## src/hdl/frtc_consts.svh

```systemverilog
`ifndef FRTC_CONSTS_SVH
`define FRTC_CONSTS_SVH

// clock and time base
`define FRTC_CLK_PERIOD_NS 10
`define FRTC_US_NS 1000
`define FRTC_US_CYCLES (`FRTC_US_NS / `FRTC_CLK_PERIOD_NS)
`define FRTC_PRE_LAST (`FRTC_US_CYCLES - 1)

// periodic tick, counted in timer microseconds
`define FRTC_MS_TICK_NS 1024000
`define FRTC_MS_TICK_US (`FRTC_MS_TICK_NS / `FRTC_US_NS)
`define FRTC_MS_TICK_MASK (`FRTC_MS_TICK_US - 1)

// timer and capture geometry
`define FRTC_TIMER_W 16
`define FRTC_CAP_W 8
`define FRTC_SLICE_MAX 8
`define FRTC_TIMER_RST 16'h0000
`define FRTC_TIMER_MAX 16'hffff
`define FRTC_CAP_RST 8'h00

`endif

```

## src/hdl/frtc_pkg.sv

```systemverilog
package frtc_pkg;

    // one capture channel: rising and falling edge times
    typedef struct packed {
        logic [7:0] rise;
        logic [7:0] fall;
    } frtc_cap_s;

    // capture configuration, per channel where indexed
    typedef struct packed {
        logic [1:0] rise_en;
        logic [1:0] fall_en;
        logic gang;
        logic [1:0][3:0] slice_lsb;
    } frtc_cfg_s;

endpackage

```

## src/hdl/frtc_timer_capture.sv

```systemverilog
`timescale 1ns/1ps
`include "frtc_consts.svh"
module frtc_timer_capture
    import frtc_pkg::*;
(
    // clock and reset
    input wire logic mclk,
    input wire logic rst,
    // capture pins
    input wire logic capture_input_a,
    input wire logic capture_input_b,
    // configuration
    input wire frtc_cfg_s cap_cfg,
    input wire logic intv_en,
    input wire logic [15:0] intv_period,
    // timer and captures
    output logic [15:0] timer_count,
    output frtc_cap_s [1:0] cap_val,
    // interrupt pulses
    output logic intv_irq,
    output logic ms_tick_irq,
    output logic wrap_irq,
    output logic [1:0] cap_irq
);

    logic [6:0] pre_reg;
    logic us_tick;
    logic [15:0] timer_reg;
    logic [15:0] intv_cnt_reg;
    logic [1:0] pins;
    logic [1:0][2:0] sync_reg;
    logic [1:0] lvl_reg;
    logic [1:0] rise_ev;
    logic [1:0] fall_ev;
    logic [1:0][7:0] slice;
    logic [1:0] st_rise;
    logic [1:0] st_fall;

    assign pins = {capture_input_b, capture_input_a};

    // microsecond prescaler off the system clock
    assign us_tick = (pre_reg == 7'(`FRTC_PRE_LAST));

    always_ff @(posedge mclk) begin
        if (rst) begin
            pre_reg <= 7'h00;
        end else if (us_tick) begin
            pre_reg <= 7'h00;
        end else begin
            pre_reg <= pre_reg + 7'h01;
        end
    end

    // timer never stops, so two reads give elapsed time
    always_ff @(posedge mclk) begin
        if (rst) begin
            timer_reg <= `FRTC_TIMER_RST;
        end else if (us_tick) begin
            timer_reg <= timer_reg + 16'h0001;
        end
    end

    assign timer_count = timer_reg;

    always_ff @(posedge mclk) begin
        if (rst) begin
            wrap_irq <= 1'b0;
        end else begin
            // pulse in the cycle the count reads zero
            wrap_irq <= us_tick && (timer_reg == `FRTC_TIMER_MAX);
        end
    end

    always_ff @(posedge mclk) begin
        if (rst) begin
            ms_tick_irq <= 1'b0;
        end else begin
            ms_tick_irq <= us_tick && ((timer_reg & 16'(`FRTC_MS_TICK_MASK))
                == 16'(`FRTC_MS_TICK_MASK));
        end
    end

    // interval: fires every intv_period us; zero acts as one
    always_ff @(posedge mclk) begin
        if (rst) begin
            intv_cnt_reg <= 16'h0000;
            intv_irq <= 1'b0;
        end else if (!intv_en) begin
            intv_cnt_reg <= intv_period;
            intv_irq <= 1'b0;
        end else if (us_tick && intv_cnt_reg <= 16'h0001) begin
            intv_cnt_reg <= intv_period;
            intv_irq <= 1'b1;
        end else begin
            if (us_tick) begin
                intv_cnt_reg <= intv_cnt_reg - 16'h0001;
            end
            intv_irq <= 1'b0;
        end
    end

    genvar i;
    generate
        for (i = 0; i < 2; i++) begin : g_ch
            // three stages; level moves only when stages two and three agree
            always_ff @(posedge mclk) begin
                if (rst) begin
                    sync_reg[i] <= 3'h0;
                end else begin
                    sync_reg[i] <= {sync_reg[i][1:0], pins[i]};
                end
            end

            assign rise_ev[i] = (sync_reg[i][1] == sync_reg[i][2])
                && sync_reg[i][2] && !lvl_reg[i];
            assign fall_ev[i] = (sync_reg[i][1] == sync_reg[i][2])
                && !sync_reg[i][2] && lvl_reg[i];

            always_ff @(posedge mclk) begin
                if (rst) begin
                    lvl_reg[i] <= 1'b0;
                end else if (rise_ev[i] || fall_ev[i]) begin
                    lvl_reg[i] <= sync_reg[i][2];
                end
            end

            // slice offsets past the top clamp, keeping 8 real bits
            assign slice[i] = (cap_cfg.slice_lsb[i] >= 4'(`FRTC_SLICE_MAX))
                ? timer_reg[15:8]
                : 8'(timer_reg >> cap_cfg.slice_lsb[i]);

            // ganged: pin a drives both, channel 1 holds the high byte
            assign st_rise[i] = cap_cfg.gang
                ? (rise_ev[0] && cap_cfg.rise_en[0])
                : (rise_ev[i] && cap_cfg.rise_en[i]);
            assign st_fall[i] = cap_cfg.gang
                ? (fall_ev[0] && cap_cfg.fall_en[0])
                : (fall_ev[i] && cap_cfg.fall_en[i]);

            always_ff @(posedge mclk) begin
                if (rst) begin
                    cap_val[i].rise <= `FRTC_CAP_RST;
                end else if (st_rise[i]) begin
                    cap_val[i].rise <= cap_cfg.gang
                        ? timer_reg[8*i +: 8] : slice[i];
                end
            end

            always_ff @(posedge mclk) begin
                if (rst) begin
                    cap_val[i].fall <= `FRTC_CAP_RST;
                end else if (st_fall[i]) begin
                    cap_val[i].fall <= cap_cfg.gang
                        ? timer_reg[8*i +: 8] : slice[i];
                end
            end

            // one source per channel; ganged pair reports on channel 0
            always_ff @(posedge mclk) begin
                if (rst) begin
                    cap_irq[i] <= 1'b0;
                end else begin
                    cap_irq[i] <= (st_rise[i] || st_fall[i])
                        && !(cap_cfg.gang && i == 1);
                end
            end
        end
    endgenerate
endmodule

```

## config.mk

```make
export PLATFORM = sky130hd
export DESIGN_NAME = frtc_timer_capture
export DESIGN_NICKNAME = d
export VERILOG_FILES = /design/src/hdl/frtc_pkg.sv /design/src/hdl/frtc_timer_capture.sv
export VERILOG_INCLUDE_DIRS = /design/src /design/src/hdl
export SDC_FILE = /design/constraint.sdc
export NUM_CORES = 1
export LEC_CHECK = 0
export ABC_CLOCK_PERIOD_IN_PS = 2600
export BUFFER_PORTS_ARGS = -buffer_cell sky130_fd_sc_hd__buf_2
export CAP_MARGIN = 5
export CORE_UTILIZATION = 50
export CTS_BUF_LIST = sky130_fd_sc_hd__clkbuf_8
export CTS_CLUSTER_SIZE = 28
export DETAILED_ROUTE_END_ITERATION = 8
export PLACE_DENSITY = 0.8
export SETUP_SLACK_MARGIN = 0.05
export SYNTH_ARGS = -nofsm -noshare
export SYNTH_HDL_FRONTEND = slang
export SYNTH_SLANG_ARGS = --single-unit
```

## constraint.sdc

```tcl
create_clock -name mclk -period 2.6 [get_ports mclk]
set_clock_uncertainty 0.15 [all_clocks]
set_input_delay 0.26 -clock mclk [delete_from_list [all_inputs] [get_ports mclk]]
set_output_delay 0.26 -clock mclk [all_outputs]
set_load 0.005 [all_outputs]
```

-- After elaboration in Yosys (flattened, before gate mapping)
Index checks and enable logic that the tools add are counted.
W data, S select, Z words.
- word-level logic and storage cells: 68
- register bits after elaboration: 84
- input bits: 34
- output and inout port bits: 53
- reduce and logical (&&, ||, !) cells: 27
- bitwise gates (word level): 1
- $add $sub $neg: 3
- equality and inequality tests: 6
- order comparisons: 3
- mux-type cells: 10
- shift operators: 2
- operators with widths (operator ; count):
    $mux W16 ; 3
    $mux W8 ; 4
    $shr A16 B4 Y8 ; 2
    $add A16 B1 Y16 const B ; 1
    $eq A16 B16 Y1 const B ; 1
    $le A16 B1 Y1 const B ; 1
    $logic_and A1 B1 Y1 ; 16
    $sub A16 B1 Y16 const B ; 1
    $eq A10 B10 Y1 const B ; 1
    $ge A4 B4 Y1 const B ; 2
    $add A7 B1 Y7 const B ; 1
    $eq A7 B7 Y1 const B ; 1
    $logic_not A1 Y1 ; 5
    $logic_or A1 B1 Y1 ; 4
    $reduce_or A2 Y1 ; 2
    $mux W1 ; 3
    $ne A3 B1 Y1 const B ; 1
    $eq A1 B1 Y1 ; 2
    $not A1 Y1 ; 1

-- Logic depth before layout (Yosys ltp)
Gate-level depths: netlist of the first run.
- depth after elaboration: 7
- mapped depth: 8
- mapped depth without buffers: 7

-- Worst setup path after synthesis of the first run
Ideal clock, no wire load.
- kind: reg-to-reg
- start: register intv_cnt_reg[0]
- end: register intv_cnt_reg[10]
- arrival: 1772 ps
- required time: 2318 ps
- library setup time: 132 ps
- cell stages (with the launch flop): 9
- buffers on the path: 1
- slack: 546 ps
- cells stage by stage: dfxtp_1 -> inv_1 -> ha_1 -> or4b_1 -> clkbuf_1 -> o41ai_1 -> o41ai_1 -> a22oi_1 -> a21oi_1
- word-level cells in the longest chain between the ends: 4
- elaborated cells on any way between the ends: 7
- classes of those cells: add/sub: 1; order compare: 1; eq/ne: 1; mux: 3; reduce/logical: 1
- RTL lines (element ; RTL line ; RTL):
    start, declared ; frtc_timer_capture.sv:29 ; logic [15:0] intv_cnt_reg;
    start signal, assigned ; frtc_timer_capture.sv:89 ; intv_cnt_reg <= intv_period;
    start signal, assigned ; frtc_timer_capture.sv:92 ; intv_cnt_reg <= intv_period;
    start signal, assigned ; frtc_timer_capture.sv:96 ; intv_cnt_reg <= intv_cnt_reg - 16'h0001;
    $sub A16 B1 Y16 or $le A16 B1 Y1 (tied branches) ; frtc_timer_capture.sv:96, frtc_timer_capture.sv:91 ;
    $mux W16 or $logic_and A1 B1 Y1 (tied branches) ; frtc_timer_capture.sv:95, frtc_timer_capture.sv:91 ;
    $mux W16 ; frtc_timer_capture.sv:91 ; end else if (us_tick && intv_cnt_reg <= 16'h0001) begin
    $mux W16 ; frtc_timer_capture.sv:88 ; end else if (!intv_en) begin
Parallel ways exist; a longest one is shown, timed or not. The select of a mux whose other input is x is not followed.
A chain may end at the register's enable or synchronous reset.

-- Final worst setup path of the first run
Ends and elaborated chain as after synthesis.

==> metrics.txt, run 1 <==
worst-path maximum fanout=8; clock transition at the registers of the reported paths=0.08 ns; Synth Net Count=around 550; status=finished clean; initial antenna violation count=0; required time worst endpoint=2.68 ns; FFs w/ async S/R, synth=0%; Final WS setup=0.273 ns; Total Nets Final=617; dominant synthesized flop cell=dfxtp_1; row count=34; Vias/cell=about 6.2; Cell Pwr Density=481 nW/µm²; Starting DRT DRC Count=387; Setup crit start kind=register; vias in the first global route=roughly 4,000; Area Growth Syn to Fin=15.1%; Lkg Pwr=1.97 nW; Post-CTS Resized=0; number of I/O port buffers=86; CP endpoint=intv_cnt_reg[10]$_SDFFE_PP0P_; 1st-pass router iterations=5; die extent in y=97.2 µm; CTS Buf Count=9; Ys Warns=0; R2R Path End=intv_cnt_reg[10]$_SDFFE_PP0P_; post-synthesis cell type count=55; element type at the critical path end=register; Clk Tree Root Cell=clkbuf_8; # fillers=750; antenna cell count=0; area of the multi-input gates=2640 µm²; Crit. Startpoint=intv_cnt_reg[0]$_SDFFE_PP0P_; Worst slew margin=23.2%; Tightest Hold Check Type=input pin to register; commonest non-fill, non-tap cell in the layout=buf_2; Reg2Reg Launch Point=intv_cnt_reg[0]$_SDFFE_PP0P_; DRT antenna net count=0; Final Cycle Share=89.5%; pre-CTS setup slack=0.325 ns; Pwr Total=2.51 mW; GR Util All Layers=24.3%; Post-Syn Area=approximately 4500 µm²; total gr overflow=0; via count=4,319; Synth Register Bits=84; Initial Utilization=between 50% and 60%; max reg flops=32; max_cap viols=0; maximum vdd drop=0.283 mV; Core Box Area=between 8000 and 9000 µm²; EDFF count, synth=0; register area share after synthesis=37.1%; clk sink count=84; kind of critical path=register to register; Mapped Cells=between 500 and 600; final WL=11,500 µm; global placement routability congestion=between 0.9 and 1; Clock Path Buffers=2; CTS H-Tree Depth=3; Ports=87; maximum achievable frequency=430 MHz; syn avg cell area=8.82 µm²; fin crit period=about 2.3 ns; die area=roughly 9500 µm²; Worst R2R Setup Slack=0.27 ns; DRC=0; count of final hold-check violations=0; Least-Margin Pin Slew=1.15 ns; first-pass GRT wire length=18,900 µm; CTS tree=done; Detailed Place HPWL=between 8000 and 9000 µm; TNS Setup=0 ns; final slew viol count=0; commonest non-fill, non-tap cells in the layout=buf_2, dfxtp_1, o21ai_0; # setup viols final=0; RSZ-0062 raised after global routing=false; pin count of the biggest net entering global routing=33; Horiz. Die Dim=97.2 µm; Worst Path Arrival=2.41 ns; detailed-route wire length per cell=16.6 µm; Clock Latency Late Sink=0.36 ns; share of layout cells above drive strength 1=24.7%; reg2reg path depth=7; register area=approximately 1700 µm²
[through the flow]
step	std cells	hold WS, ns	area, µm²	utilization, %
floorplan	514	0.238	4530	-
global placement	674	0.265	5020	57.3
detailed placement	674	0.280	5020	57.3
CTS	692	0.0151	5220	59.5
global route	692	0.0315	5220	59.5
finish	692	0.0237	5220	59.5
[logic make-up after synthesis]
| logic type | count (synthesis) | share of synthesized area (%) |
|---|---|---|
| compound gates | 131 | 17.7 |
| xor+xnor | 16 | 3.09 |
| fa+ha+maj | 4 | 1.10 |
| buf+inv | 54 | 4.66 |
| flops | 84 | 37.1 |
| mux | 34 | 14.1 |
| simple gates | 191 | 22.2 |
[power by group]
group	switching (mW)	internal, mW
clock	0.519	0.361
sequential	0.0339	1.31
combinational	0.167	0.116
[routing by layer]
| metal | GRT usage [%] | vias up | routed length [µm] |
|---|---|---|---|
| met2 | 36.9 | 226 | 5220 |
| met5 | 0 | - | 0 |
| met4 | 11.2 | 0 | 295 |
| met3 | 4.03 | 33 | 933 |
| li1 | - | 2049 | - |
| met1 | 34.0 | 2011 | 5020 |
[cells in the mapped netlist (all sizes together) (10+ instances only)]
cell type / count / area, µm²
nor2b: 13 / 81.3
nor2: 36 / 138
nand2: 39 / 146
nor3: 30 / 150
a21oi: 32 / 160
clkbuf: 34 / 128
mux2i: 10 / 100
o21ai: 43 / 215
buf: 11 / 50.1
mux4: 24 / 541
xnor2: 10 / 87.6
nand3: 31 / 160
dfxtp: 84 / 1680
[layout make-up]
class	count	share of cell area, %
clock buffers	9	2.37
clock inverters	7	1.08
inverters	9	0.647
flip-flops and latches	84	32.2
repair buffers	99	10.5
well taps	108	2.59
multi-input cells	376	50.6
[critical path, cell delays in order, from the launching register on]
cell and delay [ns]:
dfxtp_1 0.36, inv_1 0.10, ha_1 0.24, or4b_1 0.62
o41ai_1 0.32, o41ai_1 0.14, a22oi_1 0.19, a21oi_1 0.09
[how the worst min path moves through the flow]
stage | startpoint | endpoint | slack (ns) | depth (start not counted)
finish | intv_period[10] | intv_cnt_reg[10]$_SDFFE_PP0P_ | 0.02 | 3
global route | intv_period[2] | intv_cnt_reg[2]$_SDFFE_PP0P_ | 0.03 | 3
CTS | intv_period[10] | intv_cnt_reg[10]$_SDFFE_PP0P_ | 0.02 | 3
detailed placement | sync_reg[3]$_SDFF_PP0_ | sync_reg[4]$_SDFF_PP0_ | 0.28 | 1
global placement | sync_reg[0]$_SDFF_PP0_ | sync_reg[1]$_SDFF_PP0_ | 0.27 | 1
floorplan | capture_input_a | sync_reg[0]$_SDFF_PP0_ | 0.24 | 1
[timing repair]
action / in CTS / in global routing
hold buffers: 2 / 0
endpoints found under the hold margin: 2 / 0
buffers inserted: 0 / 0
(Power assumes the default switching activity.)
==> run 2, diff against run 1 <==
--- a/config.mk
+++ b/config.mk
@@ -13,7 +13,7 @@
 export CTS_BUF_LIST = sky130_fd_sc_hd__clkbuf_8
 export CTS_CLUSTER_SIZE = 28
 export DETAILED_ROUTE_END_ITERATION = 8
-export PLACE_DENSITY = 0.8
+export PLACE_DENSITY_LB_ADDON = 0.3
 export SETUP_SLACK_MARGIN = 0.05
 export SYNTH_ARGS = -nofsm -noshare
 export SYNTH_HDL_FRONTEND = slang
==> run 2 against run 1 <==
Effect of this change:
- core utilization barely moved
- worst hold slack got worse by 0.015 ns
- die area did not move
- sequential cell count did not move
- combinational power fell by 2%
- clock power fell by 2.7%
- sequential share of layout area barely moved
- highest routed layer unchanged
- global-route usage rose by 0.64 points
- power fell by 1.2%
- register-to-register slack barely moved
- sequential power barely moved
==> metrics.txt, run 2 (synthesis results as in run 1) <==
fin crit period=2.32 ns; reg2reg path depth=6; hold path endpoint=intv_cnt_reg[2]$_SDFFE_PP0P_; die extent in y=~97 µm; DP Area=5010 µm²; max incr delay on CP=around 0.55 ns; final core utilization=59.5%; CTS tree=done; Pwr Total=between 2 and 2.5 mW; initial antenna violation count=0; hold depth=3; register area=1680 µm²; final slew viol count=0; Final Cycle Share=89.4%; die area=9450 µm²; Hold Slack=roughly 0.0086 ns; # setup viols final=0; Least-Margin Pin Slew=1.15 ns; GR Util All Layers=25.0%; Worst slew margin=a little under a quarter; CTS Buf Count=9; row count=34; Clock Latency Late Sink=0.35 ns; max reg flops=32; count of final hold-check violations=0; Critical-path top delay cell=o21a_1; global placement routability congestion=between 0.9 and 1; worst-path cell chain=inv_1 > ha_1 > o2111ai_1 > o21a_1 > o21ai_0 > a311oi_1; pin count of the biggest net entering global routing=between 40 and 50; Detailed Place HPWL=8080 µm; min-delay src=intv_period[2]; R2R Path End=intv_cnt_reg[5]$_SDFFE_PP0P_; Horiz. Die Dim=97.2 µm; Reg2Reg Launch Point=intv_cnt_reg[0]$_SDFFE_PP0P_; DRC=0; # fillers=between 700 and 800; Vias/cell=6.20; number of I/O port buffers=86; clk sink count=84; Setup crit start kind=register; clock transition at the registers of the reported paths=0.09 ns; worst-path maximum fanout=16; Lkg Pwr=1.97 nW; maximum achievable frequency=430 MHz; first-pass GRT wire length=between 15,000 and 20,000 µm; fin area=5220 µm²; Clock Path Buffers=2; Clk Tree Root Cell=clkbuf_8; commonest non-fill, non-tap cells in the layout=buf_2, dfxtp_1, o21ai_0; commonest non-fill, non-tap cell in the layout=buf_2; Starting DRT DRC Count=between 200 and 300; final WL=11,700 µm; Worst R2R Setup Slack=0.28 ns; 1st-pass router iterations=5; Area Growth Syn to Fin=15.0%; status=finished clean; CTS H-Tree Depth=3; Worst Path Arrival=2.44 ns; maximum vdd drop=0.275 mV; share of layout cells above drive strength 1=24.5%; detailed-route wire length per cell=17.0 µm; Total Nets Final=617; total gr overflow=0; Ports=87; kind of critical path=register to register; max_cap viols=0; Post-CTS Setup Bufs=0; RSZ-0062 raised after global routing=false; required time worst endpoint=2.71 ns; element type at the critical path end=register; Core Box Area=8760 µm²; antenna cell count=0; Initial Utilization=51.7%; DRT antenna net count=0; Tightest Hold Check Type=input pin to register; area of the multi-input gates=2640 µm²; TNS Setup=0 ns; Cell Pwr Density=476 nW/µm²; via count=4,289; vias in the first global route=around 4,000
[run 2: worst max-delay path: cells and delay by family (launching register included)]
family | cells | cell delay [ns]
buf+inv | 1 | 0.08
fa+ha+maj | 1 | 0.26
flops | 1 | 0.41
compound gates | 4 | 1.34
[run 2: worst max-delay path by stage]
stage / from / endpoint / slack [ns]
after floorplan: intv_cnt_reg[0]$_SDFFE_PP0P_ / intv_cnt_reg[10]$_SDFFE_PP0P_ / 0.55
after global placement: intv_cnt_reg[0]$_SDFFE_PP0P_ / intv_cnt_reg[10]$_SDFFE_PP0P_ / 0.43
after detailed placement: intv_cnt_reg[0]$_SDFFE_PP0P_ / intv_cnt_reg[5]$_SDFFE_PP0P_ / 0.31
after CTS: intv_cnt_reg[0]$_SDFFE_PP0P_ / intv_cnt_reg[5]$_SDFFE_PP0P_ / 0.31
after global routing: intv_cnt_reg[0]$_SDFFE_PP0P_ / intv_cnt_reg[5]$_SDFFE_PP0P_ / 0.06
final: intv_cnt_reg[0]$_SDFFE_PP0P_ / intv_cnt_reg[5]$_SDFFE_PP0P_ / 0.28
[run 2: timing repair]
item	CTS	global route
hold endpoints to repair	3	0
hold buffers	3	0
resized for setup	0	0
[run 2: power by group]
part | total (mW) | internal, mW | switching [mW]
clock network | 0.856 | 0.352 | 0.504
registers | 1.35 | 1.31 | 0.0342
logic | 0.276 | 0.114 | 0.162
[run 2: area by class of cell]
class | instances | share of cell area [%]
clock buffer | 9 | 2.38
clock inverter | 7 | 0.984
inverter | 9 | 0.648
multi-input combinational | 376 | 50.6
sequential | 84 | 32.2
tap | 108 | 2.59
timing repair buffer | 99 | 10.5
[run 2: per-stage QoR]
| step | setup WS (ns) | std cells |
|---|---|---|
| detailed placement | 0.306 | 673 |
| CTS | 0.305 | 692 |
| finish | 0.277 | 692 |
| floorplan | 0.546 | 514 |
| global route | 0.0647 | 692 |
| global placement | 0.431 | 673 |
[run 2: metal layers]
metal / GRT usage [%] / routed length (µm) / up-vias
li1: - / - / 2052
met1: 33.5 / 5260 / 2016
met2: 41.2 / 5430 / 196
met3: 3.88 / 806 / 25
met4: 8.60 / 240 / 0
met5: 0 / 0 / -
==> run 3, diff against run 2 <==
--- a/config.mk
+++ b/config.mk
@@ -6,6 +6,7 @@
 export SDC_FILE = /design/constraint.sdc
 export NUM_CORES = 1
 export LEC_CHECK = 0
+export ABC_AREA = 1
 export ABC_CLOCK_PERIOD_IN_PS = 2600
 export BUFFER_PORTS_ARGS = -buffer_cell sky130_fd_sc_hd__buf_2
 export CAP_MARGIN = 5
==> run 3 against run 2 <==
Effect of this change:
- clock power rose by 7.7%
- non-clock buffer count is 5 lower
- sequential share of layout area down 1.8 points
- final cell count up 38%
- sequential cell count unchanged
==> metrics.txt, run 3 <==
status=finished clean; fin crit period=2.00 ns; Area contributors post-synth=dfxtp_1, nand2_1, nand3_1, o21ai_0, a21oi_1; element type at the critical path end=register; share of layout cells above drive strength 1=17.0%; # setup viols final=0; Least-Margin Pin Slew=approximately 0.48 ns; CTS H-Tree Depth=3; Worst slew margin=just under 70%; Starting DRT DRC Count=about 450; Worst Path Arrival=2.09 ns; Ys Warns=0; fin area=5530 µm²; EDFF count, synth=0; global placement routability congestion=0.884; max reg flops=32; Lkg Pwr=2.63 nW; pin count of the biggest net entering global routing=40; DP Cell Count=around 940; Setup crit start kind=register; total gr overflow=0; maximum achievable frequency=501 MHz; Post-Syn Area=4850 µm²; antenna cell count=0; count of final hold-check violations=0; maximum vdd drop=roughly 0.3 mV; DRC=0; initial antenna violation count=0; Yosys top cell area share=34.6%; number of I/O port buffers=86; Clock Path Buffers=2; post-synthesis cell type count=34; first-pass GRT wire length=22,000 µm; via count=5,166; Initial Utilization=between 50% and 60%; DRT antenna net count=0; DP Area=5320 µm²; max_cap viols=0; commonest non-fill, non-tap cells in the layout=nand2_1, buf_2, dfxtp_1; CTS Buf Count=9; Total Nets Final=858; die extent in y=101 µm; final slew viol count=0; Worst R2R Setup Slack=about 0.6 ns; Non-Filler Instances=954; Final Cycle Share=76.8%; CTS tree=done; Commonest cells post-synth=nand2_1, dfxtp_1, nand3_1, o21ai_0, inv_1; syn avg cell area=6.46 µm²; count leader, synth=nand2_1; commonest non-fill, non-tap cell in the layout=nand2_1; 1st-pass router iterations=6; worst-path maximum fanout=14; dominant synthesized flop cell=dfxtp_1; GR Util All Layers=27.4%; Cell Pwr Density=484 nW/µm²; Synth Register Bits=84; min-delay src=intv_period[1]; clock transition at the registers of the reported paths=approximately 0.090 ns; Ports=87; detailed-route wire length per cell=13.7 µm; hold depth=3; reg2reg path depth=12; die area=a little over 10,000 µm²; kind of critical path=register to register; vias in the first global route=4,765; Vias/cell=around 5.4; Detailed Place HPWL=9600 µm; clk sink count=84; Area Growth Syn to Fin=13.9%; Mapped Cells=751; register area share after synthesis=~35%; Horiz. Die Dim=101 µm; RSZ-0062 raised after global routing=false; Core Box Area=approximately 9300 µm²; FFs w/ async S/R, synth=0%; Synth Net Count=about 790; Clk Tree Root Cell=clkbuf_8; Reg2Reg Launch Point=intv_cnt_reg[0]$_SDFFE_PP0P_; hold path endpoint=intv_cnt_reg[1]$_SDFFE_PP0P_; TNS Setup=0 ns; R2R Path End=intv_cnt_reg[2]$_SDFFE_PP0P_; required time worst endpoint=2.70 ns; final WL=13,100 µm; Tightest Hold Check Type=input pin to register; row count=35; dominant cell type by area after synthesis=dfxtp_1; Clock Latency Late Sink=0.37 ns
run 3: area by class of cell:
type | instances | area (µm²)
clock buffers | 9 | 124
clock inverters | 7 | 68.8
fillers | 930 | 3800
inverters | 77 | 289
multi-input cells | 554 | 2710
flip-flops and latches | 84 | 1680
well taps | 129 | 161
repair buffers | 94 | 495
run 3: where the power goes:
group	switching [mW]	internal, mW	leakage (nW)
Sequential	0.0298	1.31	0.682
Clock	0.552	0.370	0.0911
Combinational	0.264	0.146	1.86
run 3: how the worst max path moves through the flow:
stage | startpoint | to | slack, ns | depth (start not counted)
finish | intv_cnt_reg[0]$_SDFFE_PP0P_ | intv_cnt_reg[2]$_SDFFE_PP0P_ | 0.60 | 12
global route | intv_cnt_reg[0]$_SDFFE_PP0P_ | intv_cnt_reg[2]$_SDFFE_PP0P_ | 0.35 | 12
CTS | intv_cnt_reg[0]$_SDFFE_PP0P_ | intv_cnt_reg[1]$_SDFFE_PP0P_ | 0.60 | 12
detailed placement | intv_cnt_reg[0]$_SDFFE_PP0P_ | intv_cnt_reg[1]$_SDFFE_PP0P_ | 0.61 | 12
global placement | intv_cnt_reg[0]$_SDFFE_PP0P_ | intv_cnt_reg[7]$_SDFFE_PP0P_ | 0.73 | 12
floorplan | intv_cnt_reg[0]$_SDFFE_PP0P_ | intv_cnt_reg[6]$_SDFFE_PP0P_ | 0.88 | 14
run 3: layer usage:
layer  GRT usage (%)  routed length (µm)
met1            33.9                5720
met2            47.2                6290
met3            5.06                 843
met5               0                   0
met4            10.4                 260
run 3: worst max-delay path, cell delays in order, from the launching register on:
cell and delay [ns]:
dfxtp_1 0.36, inv_1 0.10, ha_1 0.26, inv_1 0.08, nand2_1 0.08, nand2_1 0.06, nor2_1 0.03, nand2_1 0.11
nor2_4 0.04, nor2_4 0.33, nand2_1 0.09, o21ai_1 0.09, a21oi_1 0.07
run 3: timing repair:
| action | in CTS | in global routing |
|---|---|---|
| buffers inserted | 0 | 0 |
| gates resized for setup | 0 | 0 |
| hold endpoints to repair | 2 | 0 |
| hold buffers | 2 | 0 |
run 3: cells by family after synthesis:
family | after synthesis | share of synthesized area [%]
buffers and inverters | 113 | 9.56
adders and majority gates | 4 | 1.03
and+or+nand+nor | 369 | 34.2
DFF | 84 | 34.6
AOI/OAI and AO/OA | 170 | 18.6
xor gates and xnor gates | 11 | 1.99
run 3: stage by stage:
step	utilization [%]	total power, mW	hold WS (ns)	setup WS, ns
2_1_floorplan	-	1.68	0.217	0.883
3_3_place_gp	57.0	1.77	0.240	0.733
3_5_place_dp	57.0	1.78	0.250	0.614
4_1_cts	59.3	2.69	0.0160	0.602
5_1_grt	59.3	2.82	0.0271	0.348
6_report	59.3	2.68	0.0207	0.603
